`src/sfpi_pkg.sv`:
```
`default_nettype none

package sfpi_pkg;

  // ----------------------------------------------------------------
  // transfer width codes
  // ----------------------------------------------------------------
  localparam logic [1:0] SFPI_W_SINGLE = 2'h0;
  localparam logic [1:0] SFPI_W_DUAL   = 2'h1;
  localparam logic [1:0] SFPI_W_QUAD   = 2'h2;

  // ----------------------------------------------------------------
  // status register layout
  // ----------------------------------------------------------------
  localparam int         SFPI_SR_LOCK = 7;      // status_write_lock_bit
  localparam int         SFPI_SR_QE   = 6;      // quad_enable_bit
  localparam int         SFPI_SR_BP0  = 2;      // block_protect_0, _1.._3 above
  localparam logic [7:0] SFPI_SR_PROT = 8'hFC;  // lock, qe, block_protect_3..0
  localparam logic [7:0] SFPI_SR_RST  = 8'h00;

  // ----------------------------------------------------------------
  // data line indices and pin reset levels
  // ----------------------------------------------------------------
  localparam int         SFPI_L_WP    = 2;      // data_line_2 doubles as write protect
  localparam int         SFPI_L_PAUSE = 3;      // data_line_3 doubles as pause/reset
  localparam logic [3:0] SFPI_D_IDLE  = 4'hF;   // pulled-up lines
  localparam logic [2:0] SFPI_BITCNT0 = 3'h0;

endpackage : sfpi_pkg

`default_nettype wire

```
`src/sfpi_pins.sv`:
```
`timescale 1ns/1ps
`default_nettype none

module sfpi_pins (
  input  wire logic       clk_i,                 // 50 MHz system clock
  input  wire logic       rst_i,                 // async reset, active high
  input  wire logic       sck_i,                 // serial clock pin
  input  wire logic       cs_n_i,                // select pin, active low
  input  wire logic [3:0] data_i,                // data_line_3..0 pin levels
  output logic      [3:0] data_o,                // data_line_3..0 drive values
  output logic      [3:0] data_oe_o,             // per-line drive enables
  input  wire logic [1:0] bus_width_i,           // sfpi_pkg::SFPI_W_* width
  input  wire logic       tx_drive_i,            // core wants to drive read data
  input  wire logic [7:0] tx_byte_i,             // next byte to shift out
  output logic            tx_take_o,             // tx_byte_i was loaded (pulse)
  output logic      [7:0] rx_byte_o,             // last byte shifted in
  output logic            rx_valid_o,            // rx_byte_o fresh (pulse)
  output logic            selected_o,            // device active
  output logic            sel_start_o,           // new selection began (pulse)
  output logic            paused_o,              // pause held
  output logic            reset_mode_o,          // reset pin holding device
  input  wire logic       pin3_function_select_i,// 0 pause, 1 reset
  input  wire logic       sr_wr_i,               // status write request (pulse)
  input  wire logic [7:0] sr_wr_data_i,          // status write value
  output logic      [7:0] sr_o,                  // status register
  output logic            sr_reject_o            // protected bits refused (pulse)
);
  import sfpi_pkg::*;

  // ----------------------------------------------------------------
  // helpers
  // ----------------------------------------------------------------
  function automatic logic [2:0] step_of(input logic [1:0] w);
    step_of = (w == SFPI_W_QUAD) ? 3'h4 : (w == SFPI_W_DUAL) ? 3'h2 : 3'h1;
  endfunction : step_of

  function automatic logic [3:0] oe_mask(input logic [1:0] w);
    oe_mask = (w == SFPI_W_QUAD) ? 4'hF : (w == SFPI_W_DUAL) ? 4'h3 : 4'h2;
  endfunction : oe_mask

  // ----------------------------------------------------------------
  // pin synchronisers
  // ----------------------------------------------------------------
  logic [2:0] sck_q;
  logic [1:0] cs_q;
  logic [3:0] d_q1;
  logic [3:0] d_q2;

  always_ff @(posedge clk_i or posedge rst_i) begin
    if (rst_i) begin
      sck_q <= 3'h0;
      cs_q  <= 2'h3;
      d_q1  <= SFPI_D_IDLE;
      d_q2  <= SFPI_D_IDLE;
    end else begin
      sck_q <= {sck_q[1:0], sck_i};
      cs_q  <= {cs_q[0], cs_n_i};
      d_q1  <= data_i;
      d_q2  <= d_q1;
    end
  end

  // edges only, never levels: idle level differs between modes 0 and 3
  logic sck_rise;
  logic sck_fall;
  logic cs_s;
  assign sck_rise = sck_q[1] & ~sck_q[2];
  assign sck_fall = ~sck_q[1] & sck_q[2];
  assign cs_s     = cs_q[1];

  // ----------------------------------------------------------------
  // selection, pause and reset pin
  // ----------------------------------------------------------------
  logic       armed_ff;
  logic [7:0] sr_ff;
  logic       qe;
  logic       rstm;
  logic       pause;
  logic       active;

  assign qe     = sr_ff[SFPI_SR_QE];
  // quad enable takes the pin away from pause/reset
  assign rstm   = ~qe & pin3_function_select_i & ~d_q2[SFPI_L_PAUSE];
  assign pause  = ~qe & ~pin3_function_select_i & ~d_q2[SFPI_L_PAUSE]
                  & ~cs_s;
  assign active = armed_ff & ~cs_s & ~rstm;

  // ----------------------------------------------------------------
  // shift datapath
  // ----------------------------------------------------------------
  logic [2:0] rcnt_ff, nxt_rcnt;
  logic [7:0] rsh_ff, nxt_rsh;
  logic [2:0] tcnt_ff, nxt_tcnt;
  logic [7:0] tsh_ff, nxt_tsh;
  logic       drive_ff, nxt_drive;
  logic       nxt_armed, nxt_sel, nxt_start, nxt_rxv, nxt_take, nxt_rej;
  logic [7:0] nxt_rxb, nxt_sr, nxt_src;
  logic [3:0] nxt_do, nxt_oe;
  logic       nxt_pause, nxt_rstm;

  always_comb begin
    nxt_armed = rstm ? 1'b0 : (cs_s ? 1'b1 : armed_ff);
    nxt_sel   = active;
    nxt_start = active & ~selected_o;
    nxt_pause = pause;
    nxt_rstm  = rstm;
    nxt_rcnt  = rcnt_ff;
    nxt_rsh   = rsh_ff;
    nxt_rxb   = rx_byte_o;
    nxt_rxv   = 1'b0;
    nxt_tcnt  = tcnt_ff;
    nxt_tsh   = tsh_ff;
    nxt_src   = tsh_ff;
    nxt_take  = 1'b0;
    nxt_do    = data_o;
    nxt_drive = drive_ff;
    if (!active) begin
      nxt_rcnt  = SFPI_BITCNT0;
      nxt_tcnt  = SFPI_BITCNT0;
      nxt_drive = 1'b0;
    end else if (!pause) begin
      if (sck_rise) begin
        case (bus_width_i)
          SFPI_W_QUAD: nxt_rsh = {rsh_ff[3:0], d_q2};
          SFPI_W_DUAL: nxt_rsh = {rsh_ff[5:0], d_q2[1:0]};
          default:     nxt_rsh = {rsh_ff[6:0], d_q2[0]};
        endcase
        nxt_rcnt = rcnt_ff + step_of(bus_width_i);
        if (nxt_rcnt == SFPI_BITCNT0) begin
          nxt_rxb = nxt_rsh;
          nxt_rxv = 1'b1;
        end
      end
      if (sck_fall) begin
        nxt_drive = tx_drive_i;
        if (tx_drive_i) begin
          if (tcnt_ff == SFPI_BITCNT0) begin
            nxt_src  = tx_byte_i;
            nxt_take = 1'b1;
          end
          case (bus_width_i)
            SFPI_W_QUAD: nxt_do = nxt_src[7:4];
            SFPI_W_DUAL: nxt_do = {2'h0, nxt_src[7:6]};
            default:     nxt_do = {2'h0, nxt_src[7], 1'b0};
          endcase
          nxt_tsh  = nxt_src << step_of(bus_width_i);
          nxt_tcnt = tcnt_ff + step_of(bus_width_i);
        end
      end
    end
    // lines float unless read data is actually being driven
    nxt_oe = (nxt_drive & active & ~pause) ? oe_mask(bus_width_i) : 4'h0;
  end

  // ----------------------------------------------------------------
  // status register with hardware write protection
  // ----------------------------------------------------------------
  logic locked;
  // write protect pin means nothing once it carries quad data
  assign locked = sr_ff[SFPI_SR_LOCK] & ~qe & ~d_q2[SFPI_L_WP];

  always_comb begin
    nxt_sr  = sr_ff;
    nxt_rej = 1'b0;
    if (sr_wr_i) begin
      if (locked) begin
        nxt_sr  = (sr_ff & SFPI_SR_PROT) | (sr_wr_data_i & ~SFPI_SR_PROT);
        nxt_rej = 1'b1;
      end else begin
        nxt_sr  = sr_wr_data_i;
      end
    end
  end

  always_ff @(posedge clk_i or posedge rst_i) begin
    if (rst_i) begin
      armed_ff     <= 1'b0;
      selected_o   <= 1'b0;
      sel_start_o  <= 1'b0;
      paused_o     <= 1'b0;
      reset_mode_o <= 1'b0;
      rcnt_ff      <= SFPI_BITCNT0;
      rsh_ff       <= 8'h00;
      rx_byte_o    <= 8'h00;
      rx_valid_o   <= 1'b0;
      tcnt_ff      <= SFPI_BITCNT0;
      tsh_ff       <= 8'h00;
      tx_take_o    <= 1'b0;
      data_o       <= 4'h0;
      data_oe_o    <= 4'h0;
      drive_ff     <= 1'b0;
      sr_ff        <= SFPI_SR_RST;
      sr_o         <= SFPI_SR_RST;
      sr_reject_o  <= 1'b0;
    end else begin
      armed_ff     <= nxt_armed;
      selected_o   <= nxt_sel;
      sel_start_o  <= nxt_start;
      paused_o     <= nxt_pause;
      reset_mode_o <= nxt_rstm;
      rcnt_ff      <= nxt_rcnt;
      rsh_ff       <= nxt_rsh;
      rx_byte_o    <= nxt_rxb;
      rx_valid_o   <= nxt_rxv;
      tcnt_ff      <= nxt_tcnt;
      tsh_ff       <= nxt_tsh;
      tx_take_o    <= nxt_take;
      data_o       <= nxt_do;
      data_oe_o    <= nxt_oe;
      drive_ff     <= nxt_drive;
      sr_ff        <= nxt_sr;
      sr_o         <= nxt_sr;
      sr_reject_o  <= nxt_rej;
    end
  end
endmodule : sfpi_pins

`default_nettype wire

```
`config.mk`:
```
export PLATFORM = sky130hd
export DESIGN_NAME = sfpi_pins
export DESIGN_NICKNAME = d
export VERILOG_FILES = /design/src/sfpi_pkg.sv /design/src/sfpi_pins.sv
export SDC_FILE = /design/constraint.sdc
export NUM_CORES = 1
export LEC_CHECK = 0
export BUFFER_PORTS_ARGS = -buffer_cell sky130_fd_sc_hd__buf_4
export CAP_MARGIN = 5
export CORE_ASPECT_RATIO = 0.75
export CORE_MARGIN = 10
export CORE_UTILIZATION = 25
export CTS_CLUSTER_DIAMETER = 40
export CTS_CLUSTER_SIZE = 24
export DETAILED_ROUTE_END_ITERATION = 8
export PLACE_DENSITY = 0.47
export SETUP_SLACK_MARGIN = 0.5
export SLEW_MARGIN = 10
export SYNTH_ARGS = -nofsm -noshare
export SYNTH_HDL_FRONTEND = slang
export SYNTH_SLANG_ARGS = --single-unit
```
`constraint.sdc`:
```
create_clock -name clk_i -period 2.5 [get_ports clk_i]
set_input_delay 0.125 -clock clk_i [delete_from_list [all_inputs] [get_ports clk_i]]
set_output_delay 0.125 -clock clk_i [all_outputs]
set_load 0.005 [all_outputs]
```
After elaboration in Yosys (flattened, before gate mapping)
Cells that the tools add are included.

$add $sub $neg: 2. Equality and inequality tests: 6. Shift-type cells: 1. Multiplexer cells: 36. Bitwise operators: 25. Reductions and logical operators: 8.

Operators by type and width (count): two-way mux 8 bit (6); two-way mux 3 bit (8); two-way mux 1 bit (17); one-hot mux 8 bit (2 select lines) (1); bitwise AND 1 bit (14); inverter 1 bit (10); two-way mux 4 bit (2); inequality test 2 bit, second input constant (4); bitwise OR 8 x 2 -> 8 bit (1); one-hot mux 4 bit (2 select lines) (1); AND reduction 4 bit (2); << shifter 8 x 3 -> 8 bit (1); adder 3 bit (2); zero test 3 bit (2); AND reduction 3 bit (2); equality test 2 x 1 -> 1 bit, second input constant (1); equality test 2 bit, second input constant (1); two-way mux 2 bit (1); AND reduction 2 bit (1); nonzero test 2 bit (1).

Bits in registers: 67. Input bits: 29. Output and inout bits: 31. Word-level logic and storage cells: 99.

Logic depth before layout (Yosys ltp)
Gate-level depths: netlist of the first run.

Word-level depth: 9. Depth in mapped cells: 9. Gate-level depth less buffers: 9.

Worst setup path before layout of the first run
OpenSTA, ideal clock, no wires.

Path type: input port to flip-flop. Start point: input bus_width_i[0]. End point: register rx_byte_o[0]. Setup time: 125 ps. Data arrival time: 1917 ps. Data required time: 2375 ps. Path slack: 458 ps. Stages on the path: 9. Path buffers: 0. Cell sequence: inv_1 -> ha_1 -> ha_1 -> inv_1 -> fa_1 -> xor2_1 -> xor2_1 -> nand4b_4 -> mux2_2.

Longest elaborated chain between the ends: 6. Elaborated cells between the ends (all ways): 7. Classes of those cells: add/sub (1); eq/ne (2); mux (2); reduce/logical (2).

Ends and longest elaborated chain: from (decl) (RTL line sfpi_pins.sv:12) `input wire logic [1:0] bus_width_i,`; equality test 2 x 1 -> 1 bit (RTL line sfpi_pins.sv:34) `step_of = (w == SFPI_W_QUAD) ? 3'h4 : (w == SFPI_W_DUAL) ? 3'h2 : 3'h1;`; two-way mux 2 bit (RTL line sfpi_pins.sv:34); two-way mux 3 bit (*) (RTL line sfpi_pins.sv:34); adder 3 bit (*) (RTL line sfpi_pins.sv:128) `nxt_rcnt = rcnt_ff + step_of(bus_width_i);`; zero test 3 bit (*) (RTL line sfpi_pins.sv:129) `if (nxt_rcnt == SFPI_BITCNT0) begin`; AND reduction 4 bit (no source line) (*); to (signal assigned) (RTL line sfpi_pins.sv:203) `rx_byte_o <= nxt_rxb;`; to (decl) (RTL line sfpi_pins.sv:16) `output logic [7:0] rx_byte_o,`.

Mark *: on every way between the ends. The rest lies on a longest branch, timed or not. A chain may end at the register's enable or synchronous reset.

Worst setup path in the final report of the first run
Start point: register rcnt_ff[0]. End point: register rx_byte_o[0].

Longest elaborated chain between the ends: 3.

Ends and longest elaborated chain: from (decl) (RTL line sfpi_pins.sv:91) `logic [2:0] rcnt_ff, nxt_rcnt;`; from (signal assigned) (RTL line sfpi_pins.sv:201) `rcnt_ff <= nxt_rcnt;`; adder 3 bit (RTL line sfpi_pins.sv:128); zero test 3 bit (RTL line sfpi_pins.sv:129); AND reduction 4 bit (no source line).

No other way between the ends.

==> results.py, run 1 <==
metrics = {
    "finish": {
        "drive_gt1_share_pct": 42.8,
        "final_common_cell": "buf_4",
        "diodes": 0,
        "mostFrequentLayoutCells": "buf_4, dfrtp_1, mux2_2, nand2_1, o21ai_0",
        "finalNonFillerCells": 505,
        "area_delta_synth_final_pct": 36.7,
        "final_nets": 370,
    },
    "power_and_ir_drop": {
        "combPwrFrac_pct": 17.4,
        "p_clk_share_pct": 42.8,
        "seq_power_share_pct": 39.7,
        "leakage_nw": 1.97,
        "power_switching_uw": 861,
        "switching_share_pct": 25.3,
        "peakVddDrop_mv": 0.375,
        "intPower_mw": 2.55,
        "power_per_cell_area_mw_per_mm2": 790,
    },
    "floorplanning": {
        "initial_core_util_pct": 25.6,
        "die_area_sq_mm": 0.0176,
        "die_y_um": 117,
        "core_area_sq_mm": 0.0123,
        "die_x_um": 150,
        "ios": 60,
        "row_count": 35,
    },
    "worst_setup_path": {
        "crit_path_end_kind": "register",
        "crit_start": "rcnt_ff[0]$_DFFE_PP0P_",
        "worstSetupPathDepth": 7,
        "crit_family": "adder cells",
        "arrival_ns": 2.24,
        "startpoint_type": "register",
        "slowest_delay_ns": 0.36,
        "required_ns": 2.72,
        "critPathBufInv": 1,
        "crit_slowest_cell": "dfrtp_1",
        "r2r-start": "rcnt_ff[0]$_DFFE_PP0P_",
        "cp_common_cell": "xor2_2",
        "crit_path_cell_trace": "ha_1 > inv_1 > fa_2 > xor2_2 > xor2_2 > nand4b_4 > mux2_4",
        "r2r_cells": 7,
        "crit_fanout": 9,
        "critPathKind": "reg2reg",
    },
    "hold_path": {
        "min-delay-start": "sr_wr_data_i[4]",
        "min_path_cells": 2,
        "min_path_type": "in2reg",
    },
    "sta": {
        "finalCritPeriodShare_pct": 80.9,
        "fin_ws_ns": 0.478,
        "finalSetupViolations": 0,
        "skew_ns": 0.00676,
        "fmax_ghz": 0.494,
        "period_needed_ns": 2.02,
        "worst_slew_pin_slew_ns": 0.510,
        "slew_violations": 0,
        "finalSetupTns_ns": 0,
        "slew_headroom_pct": 66.0,
        "finalHoldViolations": 0,
        "rsz0062_at_grt": "yes",
    },
    "synth": {
        "synth.mux.area_fraction_pct": 17.4,
        "synth_compound_area_share_pct": 10.1,
        "synth_ff_type": "dfrtp_1",
        "synth_top_family_by_area": "multiplexers",
        "synthArstFlopShare_pct": 100,
        "synth_warnings": 0,
        "synth_top_cell_by_area": "dfrtp_1",
        "synth_cell_types": 49,
        "synth-seq-cells": 66,
        "netlist_top_cells_area": "dfrtp_1, mux2_2, dfstp_2",
        "syn_area_sq_mm": 0.00316,
        "synthCells": 260,
        "synth_edf_count": 0,
        "synthAdderAreaFrac_pct": 3.25,
        "yosysTopAreaCellShare_pct": 44.4,
        "syn-num-nets": 296,
        "syn_area_per_cell_sq_um": 12.1,
        "yosys.area_share.simple_pct": 11.4,
        "yosys.area_share.xor_xnor_pct": 1.39,
        "seq_area_frac_synth_pct": 52.7,
    },
    "clocking": {
        "numCtsBuffers": 9,
        "clock_sinks": 66,
        "cts-root-buf": "clkbuf_16",
        "htree_levels": 3,
        "clockBufferDepth": 2,
        "clk_pin_slew_ns": 0.06,
        "tritoncts": "built",
        "clk-insertion-delay-late_ns": 0.33,
    },
    "global_route": {
        "track_usage_pct": 9.22,
        "grt_first_pass_wirelength_um": 12800,
        "antenna_found_initial": 0,
        "grt_remaining_overflow": 0,
        "grt_max_degree": 67,
        "grt_pass1_vias": 2318,
    },
    "place": {
        "gp_congestion": 0.787,
        "hpwl_um": 5620,
        "dp.cells": 478,
        "place_ws_ns": 0.207,
        "port_buffers": 59,
    },
    "route": {
        "drtIter0Drc": 127,
        "dr_total_vias": 2257,
        "drt_first_pass_iters": 5,
        "drcViolationCount": 0,
        "wl_per_cell_um": 15.4,
        "via_per_inst": 4.47,
        "final_antenna_net_count": 0,
        "wirelength_um": 7790,
    },
    "run": {
        "drv_cap": 0,
    },
    "outcome": {
        "status": "finished, final reports clean",
    },
}
[per-stage QoR]
step                hold WS, ns  util, %  area (sq um)  power (mW)
floorplan                 0.129        -          3180        1.69
global placement          0.233     31.2          3840        1.95
detailed placement        0.235     31.2          3840        1.96
CTS                      0.0108     34.7          4270        3.46
global route             0.0101     35.1          4310        3.59
finish                   0.0249     35.1          4310        3.41
[kinds of logic (layout without fill, tap and decap cells)]
family | Yosys count | in the layout
AO/OA/AOI/OAI | 46 | 46
AND/OR/NAND/NOR | 64 | 64
XOR/XNOR | 5 | 5
adder cells (fa/ha/maj) | 7 | 7
multiplexers | 43 | 43
flip-flops | 66 | 66
buffers and inverters | 29 | 108
[area by class of cell]
type	count	area (sq um)
Tap cell	166	208
Timing Repair Buffer	78	628
Multi-Input combinational cell	165	1420
Fill cell	1254	7990
Clock buffer	10	229
Inverter	14	55.1
Sequential cell	66	1660
Clock inverter	6	115
[registers in the layout, indices dropped and copies added, names as in the netlist, 2 cells and up]
register / flops
cs_q: 2
sr_ff: 8
sck_q: 3
rsh_ff: 7
data_oe_o: 3
rx_byte_o: 8
rcnt_ff: 3
tcnt_ff: 3
d_q1: 4
d_q2: 4
data_o: 4
tsh_ff: 8
[power by group through the flow]
stage / clock network [mW] / registers (mW) / logic, mW
CTS: 1.50 / 1.35 / 0.597
floorplan: 0 / 1.34 / 0.350
global route: 1.55 / 1.38 / 0.663
detailed placement: 0 / 1.37 / 0.585
global placement: 0 / 1.37 / 0.579
finish: 1.46 / 1.35 / 0.593
[worst paths after layout]
kind | endpoint | slack [ns]
max | rx_byte_o[0]$_DFFE_PP0P_ | 0.48
min | sr_ff[4]$_DFFE_PP0P_ | 0.02
max reg2reg | rx_byte_o[0]$_DFFE_PP0P_ | 0.48
min reg2reg | sck_q[1]$_DFF_PP0_ | 0.35
max in group asynchronous | d_q1[2]$_DFF_PP1_ | 1.71
min in group asynchronous | data_oe_o[1]$_DFF_PP0_ | 0.41
[synth_stat cells, drive strengths merged, types with 2 or more instances]
cell type,instances
a21oi,5
o31a,2
buf,6
nor3,6
mux4,7
mux2i,12
a221oi,2
or3,3
nor4,5
and2,4
dfstp,10
nor2,13
inv,14
ha,5
a22oi,6
xor2,3
clkbuf,9
nand2,22
a211oi,2
dfrtp,56
fa,2
o31ai,5
o21ai,14
nand2b,5
xnor2,2
mux2,24
[layer usage]
| metal | wire [um] | global-route usage [%] |
|---|---|---|
| met1 | 3860 | 12.8 |
| met2 | 3110 | 12.2 |
| met3 | 784 | 5.07 |
| met4 | 42 | 1.74 |
| met5 | 0 | 0 |
[timing repair]
item | 4_1_cts | 5_1_grt
gates resized for setup | 3 | 0
endpoints found under the hold margin | 62 | 0
setup buffers | 0 | 4
endpoints found under the setup margin | 10 | 14
pin swaps | 2 | 2
hold buffers | 7 | 0
[worst register-to-register path, delay by kind of cell (launching register included)]
family,cells,cell delay [ns]
mux,1,0.36
xor+xnor,2,0.43
flops,1,0.36
fa+ha+maj,2,0.50
buf+inv,1,0.05
simple gates,1,0.23
Note: power is estimated with default switching activity, not from simulation.
==> run 2, diff against run 1 <==
--- a/config.mk
+++ b/config.mk
@@ -5,6 +5,7 @@
 export SDC_FILE = /design/constraint.sdc
 export NUM_CORES = 1
 export LEC_CHECK = 0
+export ABC_AREA = 1
 export BUFFER_PORTS_ARGS = -buffer_cell sky130_fd_sc_hd__buf_4
 export CAP_MARGIN = 5
 export CORE_ASPECT_RATIO = 0.75
==> constraint.sdc (replaced) <==
create_clock -name clk_i -period 1.9 [get_ports clk_i]
set_input_delay 0.095 -clock clk_i [delete_from_list [all_inputs] [get_ports clk_i]]
set_output_delay 0.095 -clock clk_i [all_outputs]
set_load 0.005 [all_outputs]
==> run 2 against run 1 <==
Effect of this change:
- fmax rose by 16%
- die area fell by 1.2%
- total power rose by 27%
- via count rose by 17%
- cell area rose by 12%
- critical path type unchanged
- largest cell class unchanged
- clock power rose by 16%
- sequential share of layout area fell by 4.1 points
- first-iteration DRC count rose by 17%
==> results.py, run 2 <==
metrics = {
    "worst_setup_path": {
        "r2r_setup_slack_ns": 0.16,
        "crit_fanout": 8,
        "crit_start": "rcnt_ff[0]$_DFFE_PP0P_",
        "r2r-start": "rcnt_ff[0]$_DFFE_PP0P_",
        "r2r_cells": 8,
        "startpoint_type": "register",
        "crit_path_end_kind": "register",
        "arrival_ns": 1.96,
        "crit_end": "rx_byte_o[0]$_DFFE_PP0P_",
        "crit_path_cell_trace": "ha_4 > inv_2 > fa_1 > inv_2 > nor2_4 > nand3_4 > nand2_2 > nand2_1",
        "r2r_end": "rx_byte_o[0]$_DFFE_PP0P_",
        "cp_common_cell": "inv_2",
        "critPathBufInv": 2,
        "slowest_delay_ns": 0.53,
        "crit_slowest_cell": "fa_1",
        "crit_family": "adder cells",
        "worstSetupPathDepth": 8,
        "critPathKind": "reg2reg",
        "required_ns": 2.12,
    },
    "synth": {
        "yosysTopAreaCellShare_pct": 45.1,
        "syn-num-nets": 367,
        "yosysMostFrequentCell": "nand2_1",
        "syn_area_sq_mm": 0.00311,
        "netlist_top_cells_area": "dfrtp_1, nand2_1, nand3_1",
        "ys_top_cells_by_count": "nand2_1, dfrtp_1, nand3_1",
        "synth-seq-cells": 66,
        "seq_area_frac_synth_pct": 53.5,
        "synth_cell_types": 34,
        "synth_edf_count": 0,
        "synth_top_cell_by_area": "dfrtp_1",
        "syn_area_per_cell_sq_um": 9.39,
        "synth_ff_type": "dfrtp_1",
        "synth_warnings": 0,
        "synthCells": 331,
        "synthArstFlopShare_pct": 100,
    },
    "hold_path": {
        "min-delay-start": "sr_wr_data_i[6]",
        "min_path_type": "in2reg",
        "min_path_cells": 3,
    },
    "finish": {
        "diodes": 0,
        "reg.largest.list": "rx_byte_o (8), sr_ff (8), tsh_ff (8)",
        "drive_gt1_share_pct": 44.3,
        "area_delta_synth_final_pct": 55.2,
        "fin_util_pct": 39.5,
        "fill_cells": 1196,
        "multiInputGateArea_sq_mm": 0.00147,
        "final_common_cell": "buf_4",
        "mostFrequentLayoutCells": "buf_4, nand2_1, dfrtp_1, nand3_1, inv_1",
        "final_nets": 482,
        "regArea_sq_mm": 0.00166,
    },
    "global_route": {
        "grt_remaining_overflow": 0,
        "grt_max_degree": 67,
        "track_usage_pct": 10.5,
        "grt_first_pass_wirelength_um": 14100,
        "antenna_found_initial": 0,
        "grt_pass1_vias": 2718,
    },
    "power_and_ir_drop": {
        "peakVddDrop_mv": 0.435,
        "power_per_cell_area_mw_per_mm2": 898,
        "leakage_nw": 2.27,
    },
    "sta": {
        "worst_slew_pin_slew_ns": 0.383,
        "fmax_ghz": 0.575,
        "slew_violations": 0,
        "finalSetupTns_ns": 0,
        "finalHoldViolations": 0,
        "finalSetupViolations": 0,
        "slew_headroom_pct": 74.4,
        "finalCritPeriodShare_pct": 91.6,
        "rsz0062_at_grt": "yes",
        "skew_ns": 0.00556,
        "period_needed_ns": 1.74,
    },
    "floorplanning": {
        "ios": 60,
        "row_count": 35,
        "die_area_sq_mm": 0.0173,
        "initial_core_util_pct": 25.4,
        "core_area_sq_mm": 0.0122,
        "die_y_um": 117,
        "die_x_um": 149,
    },
    "place": {
        "gp_congestion": 0.848,
        "port_buffers": 59,
        "hpwl_um": 5900,
    },
    "outcome": {
        "status": "finished, final reports clean",
    },
    "clocking": {
        "clk_pin_slew_ns": 0.05,
        "htree_levels": 3,
        "clock_sinks": 66,
        "clockBufferDepth": 2,
        "tritoncts": "built",
        "numCtsBuffers": 9,
        "cts-root-buf": "clkbuf_16",
        "clk-insertion-delay-late_ns": 0.33,
    },
    "route": {
        "final_antenna_net_count": 0,
        "wl_met3_um": 423,
        "wirelength_um": 8830,
        "top_layer": "met4",
        "drtIter0Drc": 149,
        "drt_first_pass_iters": 4,
        "drcViolationCount": 0,
        "met2_length_um": 4030,
        "wl_met1_um": 4280,
        "wl_per_cell_um": 14.3,
        "dr_total_vias": 2643,
        "via_per_inst": 4.28,
    },
    "run": {
        "drv_cap": 0,
    },
}
[run 2: cell types whose count changed after synthesis, moves of 9 or more]
cell      before  now
nand3_1        1   55
nand2_1       22   74
inv_1         12   36
mux2_2        24    5
mux2i_1       12    0
o21ai_0       14    3
o21ai_1        0   11
clkbuf_1       9    0
[run 2: stage by stage]
step	cells	hold WS [ns]	instance area [sq um]	worst slack (ns)	power [mW]
floorplan	331	0.0995	3170	0.227	2.16
CTS	609	0.0159	4610	0.141	4.33
global placement	553	0.205	3800	-0.00392	2.47
finish	617	0.0256	4830	0.160	4.33
global route	617	0.0359	4830	0.0596	4.58
detailed placement	553	0.205	3800	-0.0697	2.48
[run 2: metal layers]
metal / track usage, % / up-vias
met3: 3.29 / 8
met4: 3.91 / 0
met1: 13.8 / 1271
li1: - / 1306
met5: 0 / -
met2: 15.7 / 58
[run 2: layout make-up]
class / instances / share of cell area, %
clock buffer: 14 / 5.68
sequential: 66 / 34.5
timing repair buffer: 109 / 19.7
timing repair inverter: 2 / 0.311
multi-input combinational: 214 / 30.4
clock inverter: 2 / 0.726
inverter: 44 / 4.33
tap: 166 / 4.30
[run 2: worst min-delay path by stage]
stage / endpoint / slack [ns]
after floorplan: cs_q[0]$_DFF_PP1_ / 0.1
after global placement: d_q1[1]$_DFF_PP1_ / 0.20
after detailed placement: d_q1[1]$_DFF_PP1_ / 0.20
after CTS: sr_ff[6]$_DFFE_PP0P_ / 0.02
after global routing: sr_ff[6]$_DFFE_PP0P_ / 0.04
final: sr_ff[6]$_DFFE_PP0P_ / 0.03
[run 2: logic make-up after synthesis]
group	share of synthesized area [%]
DFF	53.5
buffers and inverters	7.16
AOI/OAI and AO/OA	6.28
xor gates and xnor gates	1.61
adders and majority gates	3.30
muxes	1.81
and+or+nand+nor	26.3
[run 2: what timing repair did]
item,CTS,global route
hold buffers,16,0
resized for setup,37,34
gates cloned,3,0
setup buffers,21,8
setup endpoints to repair,38,39
endpoints found under the hold margin,69,0
pin swaps,15,16
[run 2: report_power, final]
| part | internal, mW | switching (mW) | total [mW] | leakage (nW) |
|---|---|---|---|---|
| clock network | 1.12 | 0.583 | 1.70 | 0.153 |
| registers | 1.60 | 0.121 | 1.72 | 0.831 |
| logic | 0.438 | 0.466 | 0.904 | 1.28 |
[run 2: worst reg2reg max path: stages, from the launching register on]
cell and delay (ns):
dfrtp_1 0.39, ha_4 0.15, inv_2 0.03, fa_1 0.53, inv_2 0.06, nor2_4 0.16
nand3_4 0.18, nand2_2 0.09, nand2_1 0.04
